File: config.mk
export PLATFORM = sky130hd
export DESIGN_NAME = slfr_link_fault
export DESIGN_NICKNAME = d
export VERILOG_FILES = /design/src/shared/slfr_pkg.sv /design/src/hw/slfr_link_fault.sv /design/src/hw/slfr_interval_timer.sv /design/src/hw/slfr_symbol_decoder.sv
export SDC_FILE = /design/constraint.sdc
export NUM_CORES = 1
export LEC_CHECK = 0
export BUFFER_PORTS_ARGS = -buffer_cell sky130_fd_sc_hd__buf_2
export CORE_MARGIN = 5
export CORE_UTILIZATION = 35
export CTS_CLUSTER_SIZE = 40
export DETAILED_ROUTE_END_ITERATION = 8
export PLACE_DENSITY_LB_ADDON = 0.1
export SLEW_MARGIN = 15
export SYNTH_ARGS = -nofsm -noshare
export SYNTH_HDL_FRONTEND = slang
export SYNTH_SLANG_ARGS = --single-unit
File: constraint.sdc
create_clock -name i_ref_clk -period 12.3 [get_ports i_ref_clk]
set_input_delay 1.23 -clock i_ref_clk [delete_from_list [all_inputs] [get_ports i_ref_clk]]
set_output_delay 1.23 -clock i_ref_clk [all_outputs]
set_load 0.02 [all_outputs]
File: src/shared/slfr_pkg.sv
// slfr_pkg: constants, register map and carrier types for the link fault reporting block.
// assumes a single 25 MHz clock domain; all offsets are APB byte addresses.
package slfr_pkg;

   localparam int          CLK_HZ           = 25_000_000;
   localparam int          DATA_W           = 16;
   localparam int          FRAME_SYMS       = 17;
   localparam int          PERIOD_W         = 16;
   localparam int          FAULT_TIMER_MS   = 100;
   localparam int          FAULT_TIMER_CYC  = FAULT_TIMER_MS * (CLK_HZ / 1000);

   localparam logic [7:0]  OFS_FAULT_MASK   = 8'h00;
   localparam logic [7:0]  OFS_STATUS       = 8'h04;
   localparam logic [7:0]  OFS_OUTPUT_CODE  = 8'h08;
   localparam logic [7:0]  OFS_FAULT_HIGH   = 8'h0C;
   localparam logic [7:0]  OFS_FAULT_LOW    = 8'h10;
   localparam logic [7:0]  OFS_SYM_PERIOD   = 8'h14;
   localparam logic [7:0]  OFS_IRQ_STATUS   = 8'h18;
   localparam logic [7:0]  OFS_IRQ_MASK     = 8'h1C;

   localparam logic [3:0]  FAULT_MASK_RST   = 4'hF;
   localparam logic [15:0] OUTPUT_CODE_RST  = 16'h0000;
   localparam logic [15:0] FAULT_HIGH_RST   = 16'hE000;
   localparam logic [15:0] FAULT_LOW_RST    = 16'h1000;
   localparam logic [15:0] SYM_PERIOD_RST   = 16'h0064;
   localparam logic [4:0]  IRQ_MASK_RST     = 5'h00;

   // irq status bit positions
   localparam int          IRQ_DRIVE        = 0;
   localparam int          IRQ_IDLE         = 1;
   localparam int          IRQ_PARITY       = 2;
   localparam int          IRQ_FRAME        = 3;
   localparam int          IRQ_GOOD         = 4;
   localparam int          IRQ_W            = 5;

   typedef enum logic [4:0] {
      SYM_ZERO    = 5'h01,
      SYM_ONE     = 5'h02,
      SYM_CHECK   = 5'h04,
      SYM_IDLE    = 5'h08,
      SYM_INVALID = 5'h10
   } slfr_sym_kind_type;

   typedef struct packed {
      logic              valid;
      slfr_sym_kind_type kind;
   } slfr_sym_type;

   // bit 0 drive, 1 idle, 2 parity, 3 frame
   typedef struct packed {
      logic frame;
      logic parity;
      logic idle;
      logic drive;
   } slfr_fault_type;

endpackage : slfr_pkg

File: src/hw/slfr_link_fault.sv
// slfr_link_fault: receive side of the single-wire link with fault detection and reporting.
// assumes an APB3 master on the register side and a synchronous serial input.
module slfr_link_fault #(
   parameter int FAULT_TIMER_CYCLES = slfr_pkg::FAULT_TIMER_CYC
) (
   input  wire logic                    i_ref_clk,             // clock, 25 MHz
   input  wire logic                    i_reset,               // sync reset, active high
   input  wire logic                    i_psel,                // apb select
   input  wire logic                    i_penable,             // apb access phase
   input  wire logic                    i_pwrite,              // apb write
   input  wire logic [7:0]              i_paddr,               // apb byte address
   input  wire logic [31:0]             i_pwdata,              // apb write data
   output logic      [31:0]             o_prdata,              // apb read data
   output logic                         o_pready,              // apb ready
   output logic                         o_pslverr,             // apb error, unmapped address
   input  wire logic                    i_din,                 // serial symbol input
   input  wire logic                    i_fault_level_select,  // 1 high fault code, 0 low; a drive fault always gives the low code
   input  wire logic                    i_loop_overload,       // output stage cannot hold current
   output logic                         o_ack_out_n,           // acknowledge, active low
   output logic                         o_latch_feedback_out,  // acknowledge drive on return line
   output logic                         o_fault_flag_n,        // fault flag, active low
   output logic [slfr_pkg::DATA_W-1:0]  o_current_code,        // code driving the loop current
   output logic                         o_irq                  // interrupt, level
);
   import slfr_pkg::*;

   slfr_sym_type           sym;
   slfr_fault_type         act;
   slfr_fault_type         rpt;
   logic [3:0]             fault_mask_config_q;
   logic [DATA_W-1:0]      output_code_q;
   logic [DATA_W-1:0]      fault_high_q;
   logic [DATA_W-1:0]      fault_low_q;
   logic [PERIOD_W-1:0]    sym_period_q;
   logic [IRQ_W-1:0]       irq_status_q;
   logic [IRQ_W-1:0]       irq_mask_q;
   logic [IRQ_W-1:0]       irq_ev;
   logic [FRAME_SYMS-1:0]  bits_q;
   logic [4:0]             nsym_q;
   logic                   parity_q;
   logic                   frame_q;
   logic                   drive_q;
   logic                   idle_exp;
   logic                   idle_exp_q;
   logic                   drive_exp;
   logic                   data_sym;
   logic                   valid_sym;
   logic                   frame_end;
   logic                   good_frame;
   logic                   bad_parity;
   logic                   bad_frame;
   logic                   drive_set;
   logic [PERIOD_W-1:0]    ack_cnt_q;
   logic                   ack_n_q;
   logic                   flag_n_q;
   logic [DATA_W-1:0]      code_q;
   logic                   wr;
   logic                   setup;
   logic [31:0]            rd_mux;
   logic                   rd_hit;

   slfr_symbol_decoder #(
      .PERIOD_W (PERIOD_W)
   ) u_dec (
      .i_ref_clk (i_ref_clk),
      .i_reset   (i_reset),
      .i_din     (i_din),
      .i_period  (sym_period_q),
      .o_sym     (sym)
   );

   // idle watchdog restarts on every valid symbol
   slfr_interval_timer #(
      .CYCLES (FAULT_TIMER_CYCLES)
   ) u_idle_tmr (
      .i_ref_clk (i_ref_clk),
      .i_reset   (i_reset),
      .i_restart (valid_sym),
      .o_expired (idle_exp)
   );

   // retry timer for the drive fault
   slfr_interval_timer #(
      .CYCLES (FAULT_TIMER_CYCLES)
   ) u_drive_tmr (
      .i_ref_clk (i_ref_clk),
      .i_reset   (i_reset),
      .i_restart (drive_set),
      .o_expired (drive_exp)
   );

   assign data_sym   = sym.valid && (sym.kind == SYM_ZERO || sym.kind == SYM_ONE);
   assign valid_sym  = data_sym || (sym.valid && sym.kind == SYM_CHECK);
   assign frame_end  = sym.valid && !data_sym && (nsym_q != 5'h00);
   assign good_frame = frame_end && sym.kind != SYM_INVALID && nsym_q == 5'(FRAME_SYMS) && !(^bits_q);
   assign bad_parity = frame_end && sym.kind != SYM_INVALID && nsym_q == 5'(FRAME_SYMS) && (^bits_q);
   assign bad_frame  = (sym.valid && sym.kind == SYM_INVALID)
                     || (frame_end && nsym_q != 5'(FRAME_SYMS));
   assign drive_set  = i_loop_overload && !drive_q;

   // frame assembly: data symbols shift in msb first, last one is even parity
   always_ff @(posedge i_ref_clk) begin
      if (i_reset) begin
         bits_q <= '0;
         nsym_q <= 5'h00;
      end else if (data_sym) begin
         bits_q <= {bits_q[FRAME_SYMS-2:0], sym.kind == SYM_ONE};
         if (nsym_q != 5'h1F) begin
            nsym_q <= nsym_q + 5'h01;
         end
      end else if (sym.valid) begin
         nsym_q <= 5'h00;
      end
   end

   // frame faults persist until the next good frame
   always_ff @(posedge i_ref_clk) begin
      if (i_reset) begin
         parity_q <= 1'b0;
         frame_q  <= 1'b0;
      end else begin
         if (bad_parity) begin
            parity_q <= 1'b1;
         end else if (good_frame) begin
            parity_q <= 1'b0;
         end
         if (bad_frame) begin
            frame_q <= 1'b1;
         end else if (good_frame) begin
            frame_q <= 1'b0;
         end
      end
   end

   // drive fault clears itself after the interval; a persisting overload re-raises it
   always_ff @(posedge i_ref_clk) begin
      if (i_reset) begin
         drive_q <= 1'b0;
      end else if (drive_set) begin
         drive_q <= 1'b1;
      end else if (drive_q && drive_exp) begin
         drive_q <= 1'b0;
      end
   end

   always_ff @(posedge i_ref_clk) begin
      if (i_reset) begin
         idle_exp_q <= 1'b0;
      end else begin
         idle_exp_q <= idle_exp;
      end
   end

   assign act = '{frame: frame_q, parity: parity_q, idle: idle_exp, drive: drive_q};
   assign rpt = act & slfr_fault_type'(fault_mask_config_q);

   // reported flag and loop current code, one cycle behind the fault state
   always_ff @(posedge i_ref_clk) begin
      if (i_reset) begin
         flag_n_q <= 1'b1;
         code_q   <= OUTPUT_CODE_RST;
      end else begin
         flag_n_q <= !(|rpt);
         if (rpt.drive) begin
            code_q <= fault_low_q;
         end else if (rpt.idle || rpt.parity || rpt.frame) begin
            code_q <= i_fault_level_select ? fault_high_q : fault_low_q;
         end else begin
            code_q <= output_code_q;
         end
      end
   end

   // acknowledge: one symbol period after each good frame, on both outputs
   always_ff @(posedge i_ref_clk) begin
      if (i_reset) begin
         ack_cnt_q <= '0;
         ack_n_q   <= 1'b1;
      end else if (good_frame) begin
         ack_cnt_q <= sym_period_q;
         ack_n_q   <= 1'b0;
      end else if (ack_cnt_q != '0) begin
         ack_cnt_q <= ack_cnt_q - PERIOD_W'(1);
         if (ack_cnt_q == PERIOD_W'(1)) begin
            ack_n_q <= 1'b1;
         end
      end
   end

   assign o_ack_out_n          = ack_n_q;
   assign o_latch_feedback_out = ~ack_n_q;
   assign o_fault_flag_n       = flag_n_q;
   assign o_current_code       = code_q;

   // apb slave: zero wait states, read data captured in the setup cycle
   assign setup    = i_psel && !i_penable;
   assign wr       = i_psel && i_penable && i_pwrite;
   assign o_pready = i_psel && i_penable;

   always_comb begin
      rd_hit = 1'b1;
      unique case (i_paddr)
         OFS_FAULT_MASK:  rd_mux = {28'h0000000, fault_mask_config_q};
         OFS_STATUS:      rd_mux = {26'h0, ~ack_n_q, i_fault_level_select, act};
         OFS_OUTPUT_CODE: rd_mux = {16'h0000, output_code_q};
         OFS_FAULT_HIGH:  rd_mux = {16'h0000, fault_high_q};
         OFS_FAULT_LOW:   rd_mux = {16'h0000, fault_low_q};
         OFS_SYM_PERIOD:  rd_mux = {16'h0000, sym_period_q};
         OFS_IRQ_STATUS:  rd_mux = {27'h0, irq_status_q};
         OFS_IRQ_MASK:    rd_mux = {27'h0, irq_mask_q};
         default: begin
            rd_mux = 32'h00000000;
            rd_hit = 1'b0;
         end
      endcase
   end

   always_ff @(posedge i_ref_clk) begin
      if (i_reset) begin
         o_prdata  <= 32'h00000000;
         o_pslverr <= 1'b0;
      end else if (setup) begin
         o_prdata  <= i_pwrite ? 32'h00000000 : rd_mux;
         o_pslverr <= !rd_hit;
      end
   end

   // software registers; a good frame overrides a same-cycle code write
   always_ff @(posedge i_ref_clk) begin
      if (i_reset) begin
         fault_mask_config_q <= FAULT_MASK_RST;
         output_code_q       <= OUTPUT_CODE_RST;
         fault_high_q        <= FAULT_HIGH_RST;
         fault_low_q         <= FAULT_LOW_RST;
         sym_period_q        <= SYM_PERIOD_RST;
         irq_mask_q          <= IRQ_MASK_RST;
      end else begin
         if (wr && i_paddr == OFS_FAULT_MASK) begin
            fault_mask_config_q <= i_pwdata[3:0];
         end
         if (good_frame) begin
            output_code_q <= bits_q[FRAME_SYMS-1:1];
         end else if (wr && i_paddr == OFS_OUTPUT_CODE) begin
            output_code_q <= i_pwdata[DATA_W-1:0];
         end
         if (wr && i_paddr == OFS_FAULT_HIGH) begin
            fault_high_q <= i_pwdata[DATA_W-1:0];
         end
         if (wr && i_paddr == OFS_FAULT_LOW) begin
            fault_low_q <= i_pwdata[DATA_W-1:0];
         end
         if (wr && i_paddr == OFS_SYM_PERIOD) begin
            sym_period_q <= i_pwdata[PERIOD_W-1:0];
         end
         if (wr && i_paddr == OFS_IRQ_MASK) begin
            irq_mask_q <= i_pwdata[IRQ_W-1:0];
         end
      end
   end

   // sticky events; a new event in the clearing cycle survives
   assign irq_ev[IRQ_DRIVE]  = drive_set;
   assign irq_ev[IRQ_IDLE]   = idle_exp && !idle_exp_q;
   assign irq_ev[IRQ_PARITY] = bad_parity;
   assign irq_ev[IRQ_FRAME]  = bad_frame;
   assign irq_ev[IRQ_GOOD]   = good_frame;

   always_ff @(posedge i_ref_clk) begin
      if (i_reset) begin
         irq_status_q <= '0;
      end else if (wr && i_paddr == OFS_IRQ_STATUS) begin
         irq_status_q <= (irq_status_q & ~i_pwdata[IRQ_W-1:0]) | irq_ev;
      end else begin
         irq_status_q <= irq_status_q | irq_ev;
      end
   end

   assign o_irq = |(irq_status_q & irq_mask_q);
endmodule : slfr_link_fault

File: src/hw/slfr_interval_timer.sv
// slfr_interval_timer: counts a fixed interval after a restart and then holds expired.
// assumes restart is a one-cycle request in the i_ref_clk domain.
module slfr_interval_timer #(
   parameter int CYCLES = slfr_pkg::FAULT_TIMER_CYC
) (
   input  wire logic i_ref_clk,   // clock
   input  wire logic i_reset,     // sync reset, active high
   input  wire logic i_restart,   // restart the interval
   output logic      o_expired    // interval elapsed since last restart
);
   import slfr_pkg::*;

   localparam int          CNT_W = $clog2(CYCLES + 1);
   localparam logic [CNT_W-1:0] LIMIT = CNT_W'(CYCLES);

   logic [CNT_W-1:0] cnt_q;

   always_ff @(posedge i_ref_clk) begin
      if (i_reset || i_restart) begin
         cnt_q <= '0;
      end else if (cnt_q != LIMIT) begin
         cnt_q <= cnt_q + CNT_W'(1);
      end
   end

   assign o_expired = (cnt_q == LIMIT);

endmodule : slfr_interval_timer

File: src/hw/slfr_symbol_decoder.sv
// slfr_symbol_decoder: classifies each high phase on the serial input by its duty within the period.
// assumes i_din is already synchronous to i_ref_clk and symbols start on a rising edge.
module slfr_symbol_decoder #(
   parameter int PERIOD_W = slfr_pkg::PERIOD_W
) (
   input  wire logic                  i_ref_clk,  // clock
   input  wire logic                  i_reset,    // sync reset, active high
   input  wire logic                  i_din,      // serial input
   input  wire logic [PERIOD_W-1:0]   i_period,   // symbol period in cycles
   output slfr_pkg::slfr_sym_type     o_sym       // decoded symbol, valid one cycle
);
   import slfr_pkg::*;

   localparam int CW = PERIOD_W + 3;

   typedef enum logic [1:0] {
      S_LOW  = 2'b01,
      S_HIGH = 2'b10
   } slfr_dec_state_type;

   slfr_dec_state_type state_q;
   logic [CW-1:0]      cnt_q;
   logic               din_q;
   logic [CW-1:0]      per;
   logic [CW-1:0]      h8;
   logic               rise;
   logic               fall;
   slfr_sym_kind_type  duty_kind;

   assign per  = CW'(i_period);
   assign h8   = {cnt_q[CW-4:0], 3'b000};
   assign rise = i_din & ~din_q;
   assign fall = ~i_din & din_q;

   // nearest of 25, 50 and 75 percent; anything near full period is invalid
   always_comb begin
      if (h8 < CW'(per * CW'(3))) begin
         duty_kind = SYM_ZERO;
      end else if (h8 < CW'(per * CW'(5))) begin
         duty_kind = SYM_CHECK;
      end else if (h8 < CW'(per * CW'(7))) begin
         duty_kind = SYM_ONE;
      end else begin
         duty_kind = SYM_INVALID;
      end
   end

   always_ff @(posedge i_ref_clk) begin
      if (i_reset) begin
         state_q <= S_LOW;
         cnt_q   <= '0;
         din_q   <= 1'b0;
         o_sym   <= '{valid: 1'b0, kind: SYM_IDLE};
      end else begin
         din_q       <= i_din;
         o_sym.valid <= 1'b0;
         unique case (state_q)
            S_LOW: begin
               if (rise) begin
                  state_q <= S_HIGH;
                  cnt_q   <= '0;
               end else if (cnt_q >= per + (per >> 1)) begin
                  // no rise half a period late: an all-low symbol, keep phase
                  o_sym   <= '{valid: 1'b1, kind: SYM_IDLE};
                  cnt_q   <= per >> 1;
               end else begin
                  cnt_q   <= cnt_q + CW'(1);
               end
            end
            S_HIGH: begin
               if (fall) begin
                  state_q <= S_LOW;
                  cnt_q   <= cnt_q + CW'(1);
                  if (cnt_q < per) begin
                     o_sym <= '{valid: 1'b1, kind: duty_kind};
                  end
               end else if (cnt_q == per) begin
                  // stuck high for a whole period; reported once
                  o_sym <= '{valid: 1'b1, kind: SYM_INVALID};
                  cnt_q <= cnt_q + CW'(1);
               end else if (cnt_q < per) begin
                  cnt_q <= cnt_q + CW'(1);
               end
            end
         endcase
      end
   end

endmodule : slfr_symbol_decoder

==> summary.md <==
| Metric | Value |
|---|---|
| Seq/Total Area, Yosys | 0.307 |
| WS Path Type | reg2reg |
| RSZ-0062 raised after global routing | false |
| Routed via count | about 13,000 |
| Total gr overflow | 0 |
| CTS tree | built |
| Postcts setup bufs | 0 |
| Top cell type's share of synthesized area | 0.307 |
| Dpl ws | approximately 6.8 ns |
| Yosys warning total | 0 |
| Die H | roughly 220 um |
| Clock Path Buffers | 3 |
| Clk slew on worst S/H paths | about 0.070 ns |
| Run status | finished clean |
| Core ar. | roughly 42,000 um2 |
| Ys flop type | dfxtp_1 |
| Clk root buf | clkbuf_16 |
| Total GRT Usage | 0.180 |
| Largest area contributor in the netlist | dfxtp_1 |
| Setup WS post-layout | 6.74 ns |
| Post-synth EDFFs | 0 |
| Slew HR | 0.247 |
| Largest net degree at the start of global routing | 79 |
| CTS sink cnt | about 230 |
| Setup TNS | 0 ns |
| CTS resizes | 0 |
| Ratio of cells with drive above 1 in the final layout | 0.100 |
| Max Fclk | approximately 180 MHz |
| Worst VDD drop | ~130 uV |
| First-pass GRT wire length | ~69,000 um |
| Hold Fails Final Rpt | 0 |
| DRT iter0 DRCs | around 800 |
| DR WL/cell | between 15 and 20 um |
| Vias in the first global route | 12,300 |
| WP data required | ~13 ns |
| Inserted Clock Buffers | 30 |
| # rows | 75 |
| Initial antenna violation count | 0 |
| Skew-Pair Late Insertion Delay | roughly 0.57 ns |
| Hold Path Class | reg2reg |
| Final #Nets | a little over 2,000 |
| Diode count | 0 |
| Critical path fanouts, max | 16 |
| Slew @ Worst Pin | 1.12 ns |
| Fin Clk Skew | about 0.038 ns |
| Chip Width | between 200 and 250 um |
| Crit share post-route | 0.452 |
| Leak | 6.97 nW |
| Area grow syn2layout | 12.6% |
| Power per cell area | between 100 and 150 nW/um2 |
| DR vias/cell | roughly 5.4 |
| Area of the die | ~47,000 um2 |
| Max-cap violations | 0 |
| Crit path launch type | flip-flop |
| Antenna viol nets, final | 0 |
| Netlist cell types | 79 |
| Asr flop ratio synth | 0 |
| Syn_area_per_cell | 8.25 um2 |
| # DRC | 0 |
| Ranking of synthesized cells by area | dfxtp_1 (31%), ha_1 (13%), a21oi_1 (5.7%) |
| Initial core utilization | 0.353 |
| GP Congestion | ~0.81 |
| Synth top cells by count | dfxtp_1 (227), nand2_1 (198), nor2_1 (182), a21oi_1 (169), ha_1 (151) |
| Worst setup EP type | flip-flop |
| # IOs | between 100 and 150 |
| Hpwl dp | a little over 30,000 um |
| Most frequent cell after synthesis | dfxtp_1 |
| H-tree depth | 1 |
| Final WL | 43,200 um |
| Drt pass-1 iters | 6 |
| Max Slew Vio Count | 0 |
| Worst Path Arrival | about 6 ns |
| Syn Inst Count | approximately 1,800 |
| Mapped Area | ~15,000 um2 |
| Seq cells post-synth | between 200 and 250 |
| Setup Viol. Count Final | 0 |
| Pwr Total | around 0.0019 W |
| IO Port Bufs | 69 |
| Period minus WS final | approximately 5.6 ns |
| CTS Hold Bufs | 0 |
through the flow:
stage | cells | utilization | hold slack (ns) | area, um2
after floorplan | 1812 | - | 0.444 | 14900
after global placement | 2352 | 0.373 | 0.442 | 15600
after detailed placement | 2352 | 0.373 | 0.447 | 15600
after CTS | 2407 | 0.398 | 0.455 | 16700
after global routing | 2407 | 0.398 | 0.487 | 16700
final | 2407 | 0.398 | 0.453 | 16700
worst max-delay path: stages, from the launching register on:
cell and delay [ns]:
dfxtp_1 0.73, ha_1 0.37, inv_1 0.07, fa_1 0.39, nor2b_1 0.13, o21a_1 0.14, o21ai_0 0.16, a211oi_1 0.44
o31a_1 0.25, a21o_1 0.12, a21o_1 0.14, xnor2_1 0.13, ha_1 0.32, nand2_1 0.08, or4_1 0.53, a31o_2 0.28
a31oi_4 0.50, nor2_1 0.30, a32oi_1 0.27, a21oi_1 0.09
registers in the layout (all words and copies together) (netlist names), 17 cells and up:
| register | count |
|---|---|
| u_drive_tmr.cnt_q | 22 |
| u_dec.cnt_q | 19 |
| bits_q | 17 |
| u_idle_tmr.cnt_q | 22 |
metal layers:
layer	GRT usage	share of wire	vias to the layer above
li1	-	-	6507
met1	0.260	0.49	6100
met2	0.289	0.44	257
met3	0.0216	0.047	48
met4	0.0371	0.018	0
met5	0	0	-
layout make-up:
cell class / count / area [um2]
fillers: 4375 / 25300
multi-input cells: 1443 / 9710
flip-flops and latches: 227 / 4540
clock buffers: 38 / 851
well taps: 539 / 674
repair buffers: 89 / 498
clock inverters: 17 / 214
inverters: 54 / 203
where the power goes:
part           leakage, nW  internal (W)  switching (W)
clock                0.529      0.000573       0.000352
sequential            1.84      0.000759      0.0000202
combinational         4.61     0.0000788       0.000130
placed cells by master (no fill, tap or decap), types with 8 or more instances in the layout:
cell,synthesis,routed
nand2_1,198,198
and3_1,15,15
nand3b_1,18,18
nor2_1,182,182
a21oi_1,169,169
inv_1,54,54
o21a_1,10,10
clkbuf_16,0,30
or2_2,22,22
and2_1,9,9
a21o_1,20,20
buf_4,19,21
mux2i_1,36,36
ha_1,151,151
fa_1,18,18
xor2_1,64,64
a31oi_1,8,8
dfxtp_1,227,227
nor2b_1,17,17
nor3_1,56,55
or3_1,17,17
a22oi_1,34,34
nand3_1,85,85
conb_1,1,16
a211oi_1,31,31
nand4_1,17,17
o21ai_0,61,60
nor4_1,13,13
nand2b_1,20,20
buf_2,14,68
xnor2_1,48,48
path summary, 6_finish.rpt:
check	start	depth (start not counted)	slack, ns	end
setup / recovery	sym_period_q[1]$_SDFFE_PP0P_	19	6.74	u_dec.cnt_q[8]$_SDFFE_PP0P_
hold / removal	o_prdata[4]$_SDFFE_PP0P_	2	0.45	o_prdata[4]$_SDFFE_PP0P_
setup reg to reg	sym_period_q[1]$_SDFFE_PP0P_	19	6.74	u_dec.cnt_q[8]$_SDFFE_PP0P_
hold reg to reg	o_prdata[4]$_SDFFE_PP0P_	2	0.45	o_prdata[4]$_SDFFE_PP0P_
cell families after synthesis:
family,share of synthesized area
AND/OR/NAND/NOR,0.229
AO/OA/AOI/OAI,0.177
flip-flops,0.307
adder cells (fa/ha/maj),0.152
buffers and inverters,0.0446
XOR/XNOR,0.0662
multiplexers,0.0243
other,0.000253
Power figures use the tool's default switching activity.
